`config.mk`:
```
export PLATFORM = sky130hd
export DESIGN_NAME = dcad_top
export DESIGN_NICKNAME = d
export VERILOG_FILES = /design/src/hdl/dcad_pkg.sv /design/src/hdl/dcad_sync.sv /design/src/hdl/dcad_top.sv
export VERILOG_INCLUDE_DIRS = /design/src /design/src/hdl
export SDC_FILE = /design/constraint.sdc
export NUM_CORES = 1
export LEC_CHECK = 0
export BUFFER_PORTS_ARGS = -buffer_cell sky130_fd_sc_hd__buf_2
export CORE_MARGIN = 2
export CORE_UTILIZATION = 46
export CTS_CLUSTER_SIZE = 14
export DETAILED_ROUTE_END_ITERATION = 8
export PLACE_DENSITY = 0.69
export SYNTH_ARGS = -nofsm -noshare
export SYNTH_HDL_FRONTEND = slang
export SYNTH_HIERARCHICAL = 1
export SYNTH_SLANG_ARGS = --single-unit
```
`constraint.sdc`:
```
create_clock -name sys_clk -period 3.2 [get_ports sys_clk]
set_clock_uncertainty 0.15 [all_clocks]
set_input_delay 0.32 -clock sys_clk [delete_from_list [all_inputs] [get_ports sys_clk]]
set_output_delay 0.32 -clock sys_clk [all_outputs]
set_load 0.03 [all_outputs]
```
`src/hdl/dcad_defs.svh`:
```
// Purpose: Constants for the command/address decode block
// Assumes: Single 10 MHz clock, synchronous reset
// Notes:   Field positions and counts named here, used by top, model and bench
`ifndef DCAD_DEFS_SVH
`define DCAD_DEFS_SVH
`define DCAD_ROW_W        16
`define DCAD_COL_W        10
`define DCAD_ADDR_W       18
`define DCAD_BANKS        8
`define DCAD_BA_W         2
`define DCAD_AP_BIT       10
`define DCAD_BC_BIT       12
`define DCAD_A14_BIT      14
`define DCAD_A15_BIT      15
`define DCAD_A16_BIT      16
`define DCAD_BL8          4'h8
`define DCAD_BC4          4'h4
`define DCAD_CL_FAST      5'h16
`define DCAD_CORE_CLKS    3'h4
`endif

```
`src/hdl/dcad_pkg.sv`:
```
// Purpose: Types for the command/address decode block
// Assumes: Widths written here directly; defs header not included
// Notes:   Command codes are plain enumerations, not the RAS/CAS/WE pin pattern
package dcad_pkg;
  typedef enum logic [3:0] {
    DCAD_CMD_NONE = 4'h0,
    DCAD_CMD_ACT  = 4'h1,
    DCAD_CMD_RD   = 4'h2,
    DCAD_CMD_WR   = 4'h3,
    DCAD_CMD_PRE  = 4'h4,
    DCAD_CMD_REF  = 4'h5,
    DCAD_CMD_MRS  = 4'h6,
    DCAD_CMD_ZQ   = 4'h7,
    DCAD_CMD_NOP  = 4'h8
  } dcad_cmd_type;
  typedef enum logic [2:0] {
    DCAD_B_IDLE  = 3'h1,
    DCAD_B_BURST = 3'h2,
    DCAD_B_DONE  = 3'h4
  } dcad_burst_type;
endpackage : dcad_pkg

```
`src/hdl/dcad_sync.sv`:
```
// Purpose: Two-stage synchroniser for the pin inputs
// Assumes: Pins asynchronous to sys_clk
// Notes:   First stage feeds only the second stage
`timescale 1ns/1ps
module dcad_sync #(
  parameter int W = 1
) (
  input  wire logic         sys_clk,
  input  wire logic         sys_rst,
  input  wire logic [W-1:0] din,
  output logic      [W-1:0] dout
);
  logic [W-1:0] meta_q;
  logic [W-1:0] meta_d;
  logic [W-1:0] sync_q;
  logic [W-1:0] sync_d;
  always_comb
  begin
    meta_d = din;
    sync_d = meta_q;
  end
  always_ff @(posedge sys_clk)
  begin
    if (sys_rst)
    begin
      meta_q <= '1;
      sync_q <= '1;
    end
    else
    begin
      meta_q <= meta_d;
      sync_q <= sync_d;
    end
  end
  assign dout = sync_q;
endmodule : dcad_sync

```
`src/hdl/dcad_top.sv`:
```
// Purpose: Command/address decode front end of a DDR4 module
// Assumes: Pins sampled at sys_clk rising edge after two-flop sync
// Notes:   Data path, termination, parity and power-down left out
`timescale 1ns/1ps
`include "dcad_defs.svh"
// Behaviour
// - Sample command and address only on the rising clock edge.
// - Activate when activate strobe and chip select low; A16..A14 row bits (row output keeps A15..A0 only).
// - Activate high, select low: A16..A14 act as RAS, CAS, WE.
// - Read/write samples A10: high gives auto precharge.
// - Precharge: A10 low closes one bank, high closes all banks.
// - Read/write with on-the-fly enabled: A12 low chops burst.
// - Row from address on activate, column on read or write.
// - Mode register set: address is op-code, group/bank pick register.
// - Bank bits pick bank; group bit used also for refresh.
// - Eight banks kept separately, two groups of four.
// - One access moves an 8n word over four core clocks; a read/write decoded while the burst state is not idle starts no transfer.
// - Fastest grade uses read latency of 22 clocks.
// - Commands ignored while chip select sampled high.
// - Bursts run eight beats, or four when chopped.
module dcad_top (
  input  wire logic                     sys_clk,
  input  wire logic                     sys_rst,
  input  wire logic                     cs_n,
  input  wire logic                     act_n,
  input  wire logic [`DCAD_ADDR_W-1:0]  addr,
  input  wire logic                     bg,
  input  wire logic [`DCAD_BA_W-1:0]    ba,
  input  wire logic                     otf_en,
  output logic [3:0]                    cmd,
  output logic                          cmd_valid,
  output logic [`DCAD_ROW_W-1:0]        row,
  output logic [`DCAD_COL_W-1:0]        col,
  output logic [2:0]                    bank,
  output logic                          auto_pre,
  output logic                          pre_all,
  output logic [3:0]                    burst_len,
  output logic [2:0]                    mr_sel,
  output logic [`DCAD_ADDR_W-1:0]       mr_opcode,
  output logic [`DCAD_BANKS-1:0]        bank_open,
  output logic                          bad_access,
  output logic                          burst_busy,
  output logic [4:0]                    read_lat
);
  localparam int PW = `DCAD_ADDR_W + 6;
  logic [PW-1:0] pin_raw;
  logic [PW-1:0] pin_s;
  logic          s_cs_n;
  logic          s_act_n;
  logic          s_bg;
  logic          s_otf;
  logic [1:0]    s_ba;
  logic [`DCAD_ADDR_W-1:0] s_a;
  assign pin_raw = {cs_n, act_n, bg, otf_en, ba, addr};
  // Captured at the rising edge only, via two flops
  dcad_sync #(.W(PW)) u_sync (
    .sys_clk (sys_clk),
    .sys_rst (sys_rst),
    .din     (pin_raw),
    .dout    (pin_s)
  );
  assign s_a     = pin_s[`DCAD_ADDR_W-1:0];
  assign s_ba    = pin_s[`DCAD_ADDR_W+1:`DCAD_ADDR_W];
  assign s_otf   = pin_s[`DCAD_ADDR_W+2];
  assign s_bg    = pin_s[`DCAD_ADDR_W+3];
  assign s_act_n = pin_s[`DCAD_ADDR_W+4];
  assign s_cs_n  = pin_s[`DCAD_ADDR_W+5];

  function automatic dcad_pkg::dcad_cmd_type decode(
    input logic c, input logic a, input logic r, input logic k,
    input logic w);
    dcad_pkg::dcad_cmd_type res;
    res = dcad_pkg::DCAD_CMD_NONE;
    if (c)
      res = dcad_pkg::DCAD_CMD_NONE;
    else if (!a)
      res = dcad_pkg::DCAD_CMD_ACT;
    else
      case ({r, k, w})
        3'h0: res = dcad_pkg::DCAD_CMD_MRS;
        3'h1: res = dcad_pkg::DCAD_CMD_REF;
        3'h2: res = dcad_pkg::DCAD_CMD_PRE;
        3'h4: res = dcad_pkg::DCAD_CMD_WR;
        3'h5: res = dcad_pkg::DCAD_CMD_RD;
        3'h6: res = dcad_pkg::DCAD_CMD_ZQ;
        3'h7: res = dcad_pkg::DCAD_CMD_NOP;
        default: res = dcad_pkg::DCAD_CMD_NONE;
      endcase
    return res;
  endfunction : decode

  dcad_pkg::dcad_cmd_type cur;
  logic [2:0] sel_bank;
  logic       is_rw;
  assign cur = decode(s_cs_n, s_act_n, s_a[`DCAD_A16_BIT],
                      s_a[`DCAD_A15_BIT], s_a[`DCAD_A14_BIT]);
  assign sel_bank = {s_bg, s_ba};
  assign is_rw = (cur == dcad_pkg::DCAD_CMD_RD) ||
                 (cur == dcad_pkg::DCAD_CMD_WR);

  logic [3:0]  cmd_q, cmd_d;
  logic        vld_q, vld_d;
  logic [`DCAD_ROW_W-1:0] row_q, row_d;
  logic [`DCAD_COL_W-1:0] col_q, col_d;
  logic [2:0]  bank_q, bank_d;
  logic        ap_q, ap_d;
  logic        pa_q, pa_d;
  logic [3:0]  bl_q, bl_d;
  logic [2:0]  mrs_q, mrs_d;
  logic [`DCAD_ADDR_W-1:0] op_q, op_d;
  logic [`DCAD_BANKS-1:0]  open_q, open_d;
  logic        bad_q, bad_d;
  logic [4:0]  lat_q;
  dcad_pkg::dcad_burst_type bst_q, bst_d;
  logic [2:0]  core_q, core_d;
  logic        busy_q, busy_d;

  // Per-bank open flags; eight banks as two groups of four
  always_comb
  begin
    open_d = open_q;
    bad_d  = 1'b0;
    case (cur)
      dcad_pkg::DCAD_CMD_ACT: open_d[sel_bank] = 1'b1;
      dcad_pkg::DCAD_CMD_PRE:
        if (s_a[`DCAD_AP_BIT])
          open_d = '0;
        else
          open_d[sel_bank] = 1'b0;
      dcad_pkg::DCAD_CMD_RD, dcad_pkg::DCAD_CMD_WR:
      begin
        bad_d = !open_q[sel_bank];
        if (s_a[`DCAD_AP_BIT])
          open_d[sel_bank] = 1'b0;
      end
      default: open_d = open_q;
    endcase
  end

  always_comb
  begin
    cmd_d = cur;
    vld_d = (cur != dcad_pkg::DCAD_CMD_NONE);
    row_d = row_q;
    col_d = col_q;
    bank_d = bank_q;
    ap_d  = ap_q;
    pa_d  = 1'b0;
    bl_d  = bl_q;
    mrs_d = mrs_q;
    op_d  = op_q;
    if (cur == dcad_pkg::DCAD_CMD_ACT)
    begin
      row_d  = s_a[`DCAD_ROW_W-1:0];
      bank_d = sel_bank;
    end
    if (is_rw)
    begin
      col_d  = s_a[`DCAD_COL_W-1:0];
      bank_d = sel_bank;
      ap_d   = s_a[`DCAD_AP_BIT];
      bl_d   = (s_otf && !s_a[`DCAD_BC_BIT]) ? `DCAD_BC4 : `DCAD_BL8;
    end
    if (cur == dcad_pkg::DCAD_CMD_PRE)
    begin
      pa_d   = s_a[`DCAD_AP_BIT];
      bank_d = sel_bank;
    end
    if (cur == dcad_pkg::DCAD_CMD_REF)
      bank_d = sel_bank;
    if (cur == dcad_pkg::DCAD_CMD_MRS)
    begin
      op_d  = s_a;
      mrs_d = sel_bank;
    end
  end

  // Core transfer: one 8n word spans four core clocks
  always_comb
  begin
    bst_d  = bst_q;
    core_d = core_q;
    case (bst_q)
      dcad_pkg::DCAD_B_IDLE:
        if (is_rw)
        begin
          bst_d  = dcad_pkg::DCAD_B_BURST;
          core_d = `DCAD_CORE_CLKS - 3'h1;
        end
      dcad_pkg::DCAD_B_BURST:
        if (core_q == 3'h0)
          bst_d = dcad_pkg::DCAD_B_DONE;
        else
          core_d = core_q - 3'h1;
      dcad_pkg::DCAD_B_DONE: bst_d = dcad_pkg::DCAD_B_IDLE;
      default: bst_d = dcad_pkg::DCAD_B_IDLE;
    endcase
    busy_d = (bst_d == dcad_pkg::DCAD_B_BURST);
  end

  always_ff @(posedge sys_clk)
  begin
    if (sys_rst)
    begin
      cmd_q  <= 4'h0;
      vld_q  <= 1'b0;
      row_q  <= '0;
      col_q  <= '0;
      bank_q <= 3'h0;
      ap_q   <= 1'b0;
      pa_q   <= 1'b0;
      bl_q   <= `DCAD_BL8;
      mrs_q  <= 3'h0;
      op_q   <= '0;
      open_q <= '0;
      bad_q  <= 1'b0;
      lat_q  <= `DCAD_CL_FAST;
      bst_q  <= dcad_pkg::DCAD_B_IDLE;
      core_q <= 3'h0;
      busy_q <= 1'b0;
    end
    else
    begin
      cmd_q  <= cmd_d;
      vld_q  <= vld_d;
      row_q  <= row_d;
      col_q  <= col_d;
      bank_q <= bank_d;
      ap_q   <= ap_d;
      pa_q   <= pa_d;
      bl_q   <= bl_d;
      mrs_q  <= mrs_d;
      op_q   <= op_d;
      open_q <= open_d;
      bad_q  <= bad_d;
      lat_q  <= `DCAD_CL_FAST;
      bst_q  <= bst_d;
      core_q <= core_d;
      busy_q <= busy_d;
    end
  end

  assign cmd        = cmd_q;
  assign cmd_valid  = vld_q;
  assign row        = row_q;
  assign col        = col_q;
  assign bank       = bank_q;
  assign auto_pre   = ap_q;
  assign pre_all    = pa_q;
  assign burst_len  = bl_q;
  assign mr_sel     = mrs_q;
  assign mr_opcode  = op_q;
  assign bank_open  = open_q;
  assign bad_access = bad_q;
  assign burst_busy = busy_q;
  assign read_lat   = lat_q;

  AST_CS_MASK: assert property (@(posedge sys_clk) disable iff (sys_rst)
    s_cs_n |=> !vld_q) else $error("command taken with select high");
  AST_ACT_OPEN: assert property (@(posedge sys_clk) disable iff (sys_rst)
    (cur == dcad_pkg::DCAD_CMD_ACT) |=> open_q[$past(sel_bank)])
    else $error("activate did not open bank");
  AST_PREA: assert property (@(posedge sys_clk) disable iff (sys_rst)
    (cur == dcad_pkg::DCAD_CMD_PRE && s_a[`DCAD_AP_BIT]) |=> open_q == '0)
    else $error("precharge all left bank open");
  AST_BC4: assert property (@(posedge sys_clk) disable iff (sys_rst)
    (is_rw && s_otf && !s_a[`DCAD_BC_BIT]) |=> bl_q == `DCAD_BC4)
    else $error("chop not applied");
  AST_BL8: assert property (@(posedge sys_clk) disable iff (sys_rst)
    (is_rw && !(s_otf && !s_a[`DCAD_BC_BIT])) |=> bl_q == `DCAD_BL8)
    else $error("full burst not applied");
  AST_BAD: assert property (@(posedge sys_clk) disable iff (sys_rst)
    (is_rw && !open_q[sel_bank]) |=> bad_q)
    else $error("closed bank access not flagged");
  AST_CORE4: assert property (@(posedge sys_clk) disable iff (sys_rst)
    (bst_q == dcad_pkg::DCAD_B_IDLE && is_rw) |=> burst_busy [*4] ##1
    !burst_busy) else $error("core transfer not four clocks");
  AST_AP: assert property (@(posedge sys_clk) disable iff (sys_rst)
    is_rw |=> ap_q == $past(s_a[`DCAD_AP_BIT]))
    else $error("auto precharge flag wrong");
  AST_CL: assert property (@(posedge sys_clk) disable iff (sys_rst)
    read_lat == `DCAD_CL_FAST) else $error("latency not 22");
  AST_MRS: assert property (@(posedge sys_clk) disable iff (sys_rst)
    (cur == dcad_pkg::DCAD_CMD_MRS) |=> mr_sel == $past(sel_bank))
    else $error("mode register select wrong");
  CV_ACT: cover property (@(posedge sys_clk) vld_q &&
    cmd_q == dcad_pkg::DCAD_CMD_ACT);
  CV_RD: cover property (@(posedge sys_clk) vld_q &&
    cmd_q == dcad_pkg::DCAD_CMD_RD && !bad_q);
  CV_PREA: cover property (@(posedge sys_clk) pa_q);
endmodule : dcad_top

```
== Yosys cells after proc, flatten, opt, wreduce, memory -nomap -nowiden ==
Cells that the tools add are included.
Storage, ports and cells
  bits of input ports: 26
  register bits after elaboration: 125
  output and inout bits: 76
  bits in latches: 0
  memories kept: 0
  ROM bits: 0
  word-level logic and storage cells: 80
  RAM bits: 0
Operators by class
  shifts and indexed selects: 0
  div/mod/pow operators: 0
  multipliers: 0
  bitwise logic cells: 5
  order comparisons: 2
  reduce and logical (&&, ||, !) cells: 16
  equality and inequality tests: 18
  mux-type cells: 21
  add/subtract/negate cells: 1
Operator list (count)
  4-bit one-hot mux with 7 select lines: 1
  3-bit two-way mux: 8
  8-bit one-hot mux with 3 select lines: 1
  8-bit two-way mux: 2
  3-bit == test (second input constant): 4
  4-bit by 3-bit == test with 1-bit output (second input constant): 3
  4-bit two-way mux: 3
  3-bit one-hot mux with 2 select lines: 2
  3-bit by 2-bit == test with 1-bit output (second input constant): 3
  8-bit AND: 1
  4-bit by 2-bit == test with 1-bit output (second input constant): 2
  8-bit inverter: 1
  8-bit bitwise OR: 1
  4-bit nonzero test: 2
  3-bit by 1-bit == test with 1-bit output (second input constant): 2
  3-bit zero test: 2
  2-bit OR reduction: 3
  4-bit by 1-bit == test with 1-bit output (second input constant): 1
  3-bit by 4-bit less-than comparator with 1-bit output (second input constant): 1
  2-bit inequality test (second input constant): 2
  1-bit binary-select mux with 3-bit select: 1
  1-bit demux with 3-bit select: 1
  3-bit by 1-bit greater-or-equal comparator with 1-bit output (second input constant): 1
  3-bit AND reduction: 1
  10 further kinds: 14

== Logic depth before layout (Yosys ltp) ==
Gate-level depths: netlist of the first run.
  depth after elaboration: 9
  depth in mapped cells: 6
  gate-level depth less buffers: 5

== By module ==
The synthesis of the first run kept the hierarchy.
Modules (own cells, without submodules)
  dcad_top: times used 1, cells each 357, area each 2979.1 um^2
  dcad_sync: times used 1, cells each 101, area each 1302.5 um^2

== Worst setup path before layout of the first run ==
Ideal clock, no wire load.
  path kind: reg-to-reg
  from: register bst_q[1]
  to: register core_q[2]
  arrival: 1.344 ns
  stages on the path, launching flop included: 4
  period minus slack after synthesis: 1.573 ns
  data required time: 2.971 ns
  path slack: 1.627 ns
  setup time: 0.079 ns
  cells stage by stage: dfxtp_1 > or3b_1 > or4_1 > a211oi_2
Between the ends
  word-level cells in the longest chain between the ends: 3
  elaborated cells on any way between the ends: 7
  classes of those cells: eq/ne: 4; mux: 1; reduce/logical: 2
Ends and longest elaborated chain
  from (decl): RTL line dcad_top.sv:114  | dcad_pkg::dcad_burst_type bst_q, bst_d;
  from (signal assigned): RTL line dcad_top.sv:218  | bst_q <= dcad_pkg::DCAD_B_IDLE;
  from (signal assigned): RTL line dcad_top.sv:237  | bst_q <= bst_d;
  3-bit by 2-bit == test with 1-bit output / 3-bit by 1-bit == test with 1-bit output (equally long branches): RTL line dcad_top.sv:183  | case (bst_q)
  2-bit inequality test (no source line) / 2-bit nonzero test (equally long branches)
  3-bit AND reduction (no source line)
  to (signal assigned): RTL line dcad_top.sv:238  | core_q <= core_d;
  to (decl): RTL line dcad_top.sv:115  | logic [2:0] core_q, core_d;
Several ways; a longest one is shown, not always the timed one.
A chain may end at the register's enable or synchronous reset.

== Worst setup path after layout of the first run ==
  from: register u_sync.sync_q[22] (netlist: u_sync/dout[22])
  to: register op_q[4] (netlist: mr_opcode[4])
Between the ends
  word-level cells in the longest chain between the ends: 3
Ends and longest elaborated chain
  from (decl): RTL line dcad_sync.sv:15  | logic [W-1:0] sync_q;
  from (signal assigned): RTL line dcad_sync.sv:32  | sync_q <= sync_d;
  4-bit two-way mux: RTL line dcad_top.sv:76  | else if (!a)
  4-bit two-way mux: RTL line dcad_top.sv:74  | if (c)
  4-bit by 3-bit == test with 1-bit output: RTL line dcad_top.sv:171  | if (cur == dcad_pkg::DCAD_CMD_MRS)
  to (signal assigned): RTL line dcad_top.sv:233  | op_q <= op_d;
  to (decl): RTL line dcad_top.sv:110  | logic [`DCAD_ADDR_W-1:0] op_q, op_d;
No other way between the ends.

==> run summary, run 1 <==
share of cells above drive strength 1 = 28.2%
CP max stage delay = 0.64 ns
Min Clock Period, post-route = 1.95 ns
proportion of synthesized area in mux cells = 1.40%
power share of the combinational group = 3.8%
Layout Area Growth over Synthesis = 30.8%
Boundary Pins = 102
NetSw = 0.773 mW
WL/cell = 13.1 microns
critical path required time = 3.41 ns
Slew Viols, Final = 0
worst reg2reg path depth = 4
critical path arrival = 2.16 ns
clk_lat worst skew = 0.50 ns
Power Density = 646 nW/um^2
slowest CP cell = nand3b_1
via/cell ratio = 4.83
HP Start = sys_rst
Clk pwr share = 52.1%
I/O Buffers = 94
reg2reg setup slack = 1.25 ns
post-synthesis sequential area ratio = 57.5%
final non-filler cell total = 693
Hold Path Class = in2reg
TritonCTS clock tree = done
Reg2Reg Capture Point = mr_opcode[4]
GR Overflow Total = 0
GR Util All Layers = 18.3%
placed cells = 637
worst slew pin tran = 1.15 ns
first-pass GRT wire length = 14600 microns
Synth Flop Type = dfxtp_1
Crit path max-delay family = simple AND/OR/NAND/NOR gates
Die Ht = 100 microns
Final Total Pwr = 3.62 mW
setup TNS = 0 ns
antenna viol nets, final = 0
Post-Syn Area = 4280 sq um
Core ar. = 9150 sq um
cell area after layout = 5600 sq um
Post-synth EDFFs = 0
worst vdd ir = 0.000337 V
Async SR Flop Fraction = 0%
post-synthesis cell count = 458
# setup viols final = 0
main combinational cell family by area after synthesis = simple AND/OR/NAND/NOR gates
WS Path Type = reg2reg
Synthesis Warnings = 6
Final HPWL DP = 6040 microns
CTS clk-pin slew, worst paths = 0.06 ns
DR iter-0 viols = 146
RR Startpoint = u_sync/dout[22]
placer congestion estimate = 0.871
switching share of total power = 21.4%
share of total power in sequential cells = 44.0%
CP Cell Sequence = nand2b_1 > nand3b_1 > nand2_1 > a21oi_1
Starting Density = 46.8%
Synth Area per Inst = 9.35 sq um
Max Fclk = 0.513 GHz
Num CTS Buffers = 17
fillers = 772
Hold Crit Depth = 2
number of global-route vias before repair = 3050
Synth Area in Adders = 0.584%
Rel. slew slack = 23.1%
die width = 100 microns
Max-Cap Viols = 0
Root Buffer = clkbuf_8
synthesized flop and latch total = 123
FP Rows = 35
CP max FO = 18
DRC = 0
Ant. Diodes = 0
vias = 3346
Netlist cell types = 43
RSZ-0062 raised after global routing = false
CP Capture Type = register
Buf/Inv on CP = 0
Worst Hold Path EP = mr_opcode[17]
fin crit share = 60.9%
nets = 597
die area = 10100 sq um
largest net degree at the start of global routing = 71
Max clock buf depth = 2
buffer count from post-CTS setup fixing = 0
post-detailed-routing wire length = 9080 microns
xor and xnor area share after synthesis = 0.205%
startpoint class of the critical path = register
placed cell area = 4760 sq um
outcome = finished, final reports clean
# resized after CTS = 0
H-tree Lvls = 4
Compound-Gate Fraction of Synth Area = 11.0%
Int Pwr = 2.84 mW
Post-Synth Simple-Gate Area = 23.6%
Pre-antenna DRT Iters = 6
endpoints failing hold = 0
P_leak = 2.36 nW
Sink Count = 123
initial antenna violation count = 0
## layout make-up
cell class	instances	area [sq um]	area share (%)
multi-input cells	293	1610	28.8
repair buffers	122	743	13.3
clock inverters	13	168	2.99
clock buffers	19	432	7.71
inverters	12	45.0	0.804
flip-flops and latches	123	2460	44.0
well taps	111	139	2.48
## synthesized netlist by cell type (3+ instances only)
cell type | instances | area [sq um]
o32ai_1 | 8 | 70.1
nor3_1 | 6 | 30.0
inv_1 | 12 | 45.0
a21oi_1 | 58 | 290
nor2_1 | 8 | 30.0
a211oi_1 | 3 | 22.5
nor3b_1 | 5 | 37.5
buf_4 | 8 | 60.1
or2_1 | 20 | 125
mux2i_1 | 6 | 60.1
nand2_1 | 95 | 357
clkbuf_1 | 17 | 63.8
or2_2 | 32 | 200
dfxtp_1 | 123 | 2460
nand3b_1 | 4 | 30.0
o21ai_0 | 4 | 20.0
nand2b_1 | 13 | 81.3
buf_2 | 6 | 30.0
buf_6 | 3 | 33.8
## logic make-up after synthesis
family / Yosys count
other: 2
flip-flops: 123
multiplexers: 6
AND/OR/NAND/NOR: 196
AO/OA/AOI/OAI: 81
XOR/XNOR: 1
adder cells (fa/ha/maj): 2
buffers and inverters: 47
## metal layers
layer | GRT usage (%) | part of all wire [%]
met4 | 6.95 | 1.5
met3 | 5.76 | 5.4
met1 | 23.6 | 46
met5 | 0 | 0
met2 | 28.9 | 47
## stage by stage
step | hold slack [ns] | utilization (%) | worst slack, ns
floorplan | 0.239 | - | 1.63
global placement | 0.243 | 52.0 | 1.36
detailed placement | 0.242 | 52.0 | 1.25
CTS | 0.158 | 61.2 | 1.22
global route | 0.210 | 61.2 | 1.10
finish | 0.191 | 61.2 | 1.25
## state kept, by name, summed over array words and instances (netlist names), 2 cells and up
register / flops
u_sync/dout: 24
col: 10
u_sync/meta_q: 24
burst_len: 2
bst_q: 3
core_q: 3
cmd: 4
bank_open: 8
mr_opcode: 18
mr_sel: 3
bank: 3
row: 16
## placed cells by master, fill, tap and decap left out, types with 2 or more instances in the layout
cell and instances:
dfxtp_1 123, nand2_1 95, buf_2 93, a21oi_1 58, or2_2 32, dlygate4sd3_1 24, or2_1 20, clkbuf_16 16
nand2b_1 13, inv_1 12, nor2_1 8, o32ai_1 8, conb_1 7, nor3_1 6, mux2i_1 6, nor3b_1 5
buf_4 5, nand3b_1 4, o21ai_0 4, clkinv_4 4, a211oi_1 3, bufinv_16 3, and3_1 2, ha_1 2
clkbuf_8 2, clkinv_2 2, clkinvlp_4 2, inv_6 2
## power groups by stage
stage	clock, mW	sequential (mW)	combinational, mW
floorplan	0	1.62	0.0886
global placement	0	1.62	0.113
detailed placement	0	1.63	0.116
CTS	1.91	1.59	0.138
global route	1.99	1.60	0.153
finish	1.89	1.59	0.138
## worst max-delay path by stage
stage,startpoint,end,slack [ns],cells after the start
after global placement,u_sync/dout[22],mr_sel[1],1.36,4
final,u_sync/dout[22],mr_opcode[4],1.25,4
after CTS,u_sync/dout[22],mr_opcode[4],1.22,4
after global routing,u_sync/dout[22],mr_opcode[11],1.10,4
after detailed placement,u_sync/dout[22],mr_opcode[5],1.25,4
after floorplan,bst_q[1],core_q[2],1.63,3
## repair_timing
action	4_1_cts	5_1_grt
hold buffers	24	0
setup endpoints to repair	0	0
endpoints found under the hold margin	24	0
No activity file was read; power rests on OpenSTA's default activity.
==> run 2, diff against run 1 <==
==> constraint.sdc (replaced) <==
create_clock -name sys_clk -period 1.8 [get_ports sys_clk]
set_clock_uncertainty 0.15 [all_clocks]
set_input_delay 0.18 -clock sys_clk [delete_from_list [all_inputs] [get_ports sys_clk]]
set_output_delay 0.18 -clock sys_clk [all_outputs]
set_load 0.03 [all_outputs]
==> run 2 against run 1 <==
Effect of this change: critical path type unchanged; setup slack worse by 1.1 ns; largest power group unchanged; wire length up 3.7%; cell area up 1.1%; non-clock buffer count up 8; global-route usage up 0.93 points; total power up 74%; hold slack better by 0.025 ns.
==> run summary, run 2 (synthesis gave the netlist of run 1 again) <==
Ant. Diodes = 0 (unchanged)
Num CTS Buffers = 17 (unchanged)
placer congestion estimate = 0.853 (-2.1%)
number of global-route vias before repair = 3154 (+3.4%)
TritonCTS clock tree = done
CP Capture Type = register
die area = 10100 sq um (unchanged)
fin crit share = 93.7% (+33 points)
die width = 100 microns (unchanged)
I/O Buffers = 94 (unchanged)
post-detailed-routing wire length = 9410 microns (+3.7%)
Max-Cap Viols = 0 (unchanged)
critical path required time = 2.08 ns (-1.33 ns)
P_leak = 2.38 nW (+0.81%)
fillers = 753 (-2.5%)
worst slew pin tran = 0.615 ns (-0.534 ns)
FP Rows = 35 (unchanged)
GR Overflow Total = 0 (unchanged)
initial antenna violation count = 0 (unchanged)
Pre-antenna DRT Iters = 4 (-2)
CTS clk-pin slew, worst paths = 0.06 ns (about the same)
Starting Density = 46.8% (unchanged)
antenna viol nets, final = 0 (unchanged)
# setup viols final = 0 (unchanged)
DRC = 0 (unchanged)
HP Start = addr[17]
WL/cell = 13.4 microns (+2.5%)
Max clock buf depth = 2 (unchanged)
critical path arrival = 1.97 ns (-0.19 ns)
Min Clock Period, post-route = 1.69 ns (-0.262 ns)
final non-filler cell total = 701 (+1.2%)
Sink Count = 123 (unchanged)
Setup crit start = u_sync/dout[22]
Boundary Pins = 102 (unchanged)
outcome = finished, final reports clean
Hold Path Class = in2reg
Final HPWL DP = 6320 microns (+4.5%)
most frequent cells in the layout = 123 x dfxtp_1, 95 x nand2_1, 93 x buf_2
Root Buffer = clkbuf_8
placed cells = 644 (+1.1%)
Rel. slew slack = 58.9% (+36 points)
share of cells above drive strength 1 = 29.3% (+1.1 points)
endpoints failing hold = 0 (unchanged)
Layout Area Growth over Synthesis = 32.2%
RSZ-0062 raised after global routing = true
first-pass GRT wire length = 15000 microns (+3.1%)
cell area after layout = 5660 sq um (+1.1%)
WS Path Type = reg2reg
via/cell ratio = 4.92 (+1.9%)
RR Startpoint = u_sync/dout[22]
Max Fclk = 0.593 GHz (+16%)
CP max FO = 8 (-10)
commonest non-fill, non-tap cell in the layout = dfxtp_1
worst vdd ir = 0.000617 V (+83%)
H-tree Lvls = 4 (unchanged)
clk_lat worst skew = 0.52 ns (+0.02 ns)
Die Ht = 100 microns (unchanged)
GR Util All Layers = 19.3% (+0.93 points)
largest net degree at the start of global routing = 88 (+24%)
buffer count from post-CTS setup fixing = 0 (unchanged)
setup TNS = 0 ns (unchanged)
Power Density = 1110 nW/um^2 (+72%)
final core occ = 61.9% (+0.68 points)
DR iter-0 viols = 179 (+23%)
vias = 3450 (+3.1%)
Core ar. = 9150 sq um (unchanged)
nets = 605 (+1.3%)
startpoint class of the critical path = register
placed cell area = 4820 sq um (+1.4%)
Slew Viols, Final = 0 (unchanged)
run 2: final cells by class:
cell class	count	area, sq um	area share (%)
Sequential cell	123	2460	43.5
Tap cell	111	139	2.45
Clock inverter	9	86.3	1.52
Timing Repair Buffer	130	818	14.5
Inverter	12	45.0	0.796
Multi-Input combinational cell	293	1610	28.5
Clock buffer	23	497	8.77
run 2: layer usage:
metal  vias to the layer above  track usage (%)  part of all wire, %
met5                         -                0                    0
met4                         0             8.54                 0.99
met3                         6             6.03                  5.9
met2                       108             30.5                   47
met1                      1610             24.2                   46
li1                       1726                -                    -
run 2: worst paths after layout:
path	end	slack, ns	cells past startpoint
worst max-delay path	core_q[1]	0.11	4
worst min-delay path	u_sync/meta_q[17]	0.22	3
worst max register to register	core_q[1]	0.11	4
worst min register to register	u_sync/dout[12]	0.26	1
run 2: where the power goes:
| group | switching, mW | internal [mW] | total (mW) |
|---|---|---|---|
| combinational | 0.140 | 0.124 | 0.264 |
| sequential | 0.0431 | 2.79 | 2.83 |
| clock | 1.16 | 2.04 | 3.20 |
| total | 1.34 | 4.96 | 6.30 |
run 2: through the flow:
step	setup slack [ns]	hold WS [ns]	total power, mW
after global placement	0.175	0.206	3.10
after floorplan	0.227	0.127	3.05
after detailed placement	0.109	0.209	3.11
final	0.113	0.217	6.30
after CTS	0.0968	0.196	6.36
after global routing	-0.00816	0.211	6.52
run 2: worst max-delay path, cell delays in order (launching register included):
cell,delay (ns)
dfxtp_1,0.45
nand4bb_1,0.28
nor4b_4,0.35
nor2_1,0.14
a221oi_1,0.23
run 2: what timing repair did:
action	CTS	global route
hold endpoints to repair	37	0
hold buffers	25	0
setup endpoints to repair	0	7
gates resized for setup	0	1
==> run 3, diff against run 2 <==
==> constraint.sdc (replaced) <==
create_clock -name sys_clk -period 1.7 [get_ports sys_clk]
set_clock_uncertainty 0.15 [all_clocks]
set_input_delay 0.17 -clock sys_clk [delete_from_list [all_inputs] [get_ports sys_clk]]
set_output_delay 0.17 -clock sys_clk [all_outputs]
set_load 0.03 [all_outputs]
==> run 3 against run 2 <==
Effect of this change: non-clock buffer count is 10 higher; fmax is 2.9% higher; wire length is 0.11% higher; combinational power is 12% higher; clock-buffer cell count is 3 lower; critical path depth is 1 lower; first-iteration DRC count is 24% lower; utilization is 1.5 points higher; setup slack worse by 0.053 ns; final cell count is 1.3% higher; sequential power is 6% higher; largest cell class unchanged.
==> run summary, run 3 (synthesis gave the netlist of run 1 again) <==
Int Pwr = 5.57 mW (+12%)
largest net degree at the start of global routing = 31 (-65%)
RR Startpoint = bst_q[2]
NetSw = 1.43 mW (+6.6%)
Hold WS = 0.218 ns (+0.00123 ns)
endpoints failing hold = 0 (unchanged)
Layout Area Growth over Synthesis = 35.4%
antenna viol nets, final = 0 (unchanged)
vias = 3415 (-1.0%)
Clk pwr share = 53.0% (+2.1 points)
startpoint class of the critical path = register
WS Path Type = reg2reg
Core ar. = 9150 sq um (unchanged)
Max clock buf depth = 2 (unchanged)
Min Clock Period, post-route = 1.64 ns (-0.0473 ns)
GR Util All Layers = 19.3% (+0.046 points)
CP max FO = 4 (-4)
Reg2Reg Capture Point = core_q[2]
Ant. Diodes = 0 (unchanged)
Starting Density = 46.8% (unchanged)
Num CTS Buffers = 17 (unchanged)
WL/cell = 13.3 microns (-1.2%)
CTS clk-pin slew, worst paths = 0.06 ns (about the same)
worst vdd ir = 0.000640 V (+3.7%)
TritonCTS clock tree = done
Max-Cap Viols = 0 (unchanged)
post-detailed-routing wire length = 9420 microns (+0.11%)
worst reg2reg path depth = 3 (-1)
DRC = 0 (unchanged)
outcome = finished, final reports clean
H-tree Lvls = 4 (unchanged)
critical path required time = 1.97 ns (-0.11 ns)
reg2reg setup slack = 0.06 ns (-0.05 ns)
Root Buffer = clkbuf_8
Die Ht = 100 microns (unchanged)
FP Rows = 35 (unchanged)
Hold Path Class = in2reg
Max Fclk = 0.610 GHz (+2.9%)
first-pass GRT wire length = 15100 microns (+0.46%)
cell area after layout = 5800 sq um (+2.4%)
Sink Count = 123 (unchanged)
initial antenna violation count = 0 (unchanged)
Pre-antenna DRT Iters = 4 (unchanged)
nets = 615 (+1.7%)
Setup crit end = core_q[2]
Final HPWL DP = 6450 microns (+2.2%)
RSZ-0062 raised after global routing = true
critical path arrival = 1.91 ns (-0.06 ns)
placed cell area = 4900 sq um (+1.6%)
Crit. path cell count = 3 (-1)
commonest non-fill, non-tap cell in the layout = dfxtp_1
Boundary Pins = 102 (unchanged)
number of global-route vias before repair = 3181 (+0.86%)
Crit path max-delay family = simple AND/OR/NAND/NOR gates
GR Overflow Total = 0 (unchanged)
register cell area after layout = 2460 sq um (about the same)
Power Density = 1210 nW/um^2 (+8.6%)
# setup viols final = 0 (unchanged)
Buf/Inv on CP = 0 (unchanged)
slowest CP cell = or3b_4
most frequent cells in the layout = 122 x dfxtp_1, 95 x nand2_1, 93 x buf_2
Setup crit start = bst_q[2]
share of total power in sequential cells = 42.7% (-2.2 points)
I/O Buffers = 94 (unchanged)
final core occ = 63.3% (+1.5 points)
CP Cell Sequence = or3b_4 > or4_1 > a211oi_2
P_leak = 2.45 nW (+3.0%)
die width = 100 microns (unchanged)
fillers = 760 (+0.93%)
clk_lat worst skew = 0.51 ns (about the same)
switching share of total power = 20.4% (-0.89 points)
CP max stage delay = 0.43 ns (-0.02 ns)
via/cell ratio = 4.81 (-2.3%)
fin crit share = 96.4% (+2.7 points)
die area = 10100 sq um (unchanged)
setup TNS = 0 ns (unchanged)
power share of the combinational group = 4.2% (about the same)
Slew Viols, Final = 0 (unchanged)
area of the multi-input gates = 1630 sq um (+1.2%)
placer congestion estimate = 0.866 (+1.5%)
DR iter-0 viols = 136 (-24%)
CP Capture Type = register
share of cells above drive strength 1 = 31.4% (+2.1 points)
==> run 3: cell types whose count changed in the layout (fill, tap and decap cells not counted), moves of 2 or more <==
cell | previous run | this run
clkbuf_8 | 7 | 4
clkinvlp_4 | 5 | 3
buf_4 | 11 | 21
bufinv_16 | 1 | 4
a21oi_1 | 58 | 56
a21oi_2 | 0 | 2
==> run 3: what timing repair did <==
| item | 4_1_cts | 5_1_grt |
|---|---|---|
| buffers inserted | 0 | 0 |
| endpoints found under the setup margin | 0 | 25 |
| gates resized for setup | 0 | 7 |
| endpoints found under the hold margin | 39 | 0 |
| hold buffers | 25 | 0 |
==> run 3: per-stage QoR <==
step	std cells	power, mW	setup WS, ns
CTS	710	7.06	0.00152
global placement	654	3.30	0.121
floorplan	463	3.22	0.127
global route	710	7.21	-0.0650
finish	710	7.00	0.0607
detailed placement	654	3.30	0.0408
==> run 3: tightest hold or removal path, stage by stage <==
cell           delay, ns
dlygate4sd3_1       0.51
buf_2               0.09
or2_1               0.08
==> run 3: layer usage <==
layer	up-vias	part of all wire [%]	track usage (%)
met4	0	0.42	6.53
met5	-	0	0
met2	99	47	30.8
li1	1757	-	-
met3	2	6.1	7.00
met1	1557	46	24.3
==> run 3: cell type report <==
cell class	count	share of cell area (%)
sequential	123	42.5
multi-input combinational	293	28.2
timing repair buffer	140	15.4
clock buffer	20	7.86
clock inverter	11	2.87
tap	111	2.40
inverter	12	0.777
==> run 3: power by group through the flow <==
stage	Clock (mW)	Sequential, mW	Combinational [mW]
after CTS	3.77	2.99	0.294
after floorplan	0	3.06	0.167
after detailed placement	0	3.05	0.250
after global placement	0	3.05	0.245
final	3.72	2.99	0.296
after global routing	3.89	3.00	0.324
==> run 3: how the worst min path moves through the flow <==
stage / start / end / slack [ns] / cells past startpoint
after floorplan: addr[10] / u_sync/meta_q[10] / 0.12 / 1
after global placement: addr[6] / u_sync/meta_q[6] / 0.20 / 2
after detailed placement: addr[8] / u_sync/meta_q[8] / 0.20 / 2
after CTS: addr[8] / u_sync/meta_q[8] / 0.20 / 3
after global routing: addr[7] / u_sync/meta_q[7] / 0.21 / 3
final: addr[12] / u_sync/meta_q[12] / 0.22 / 3
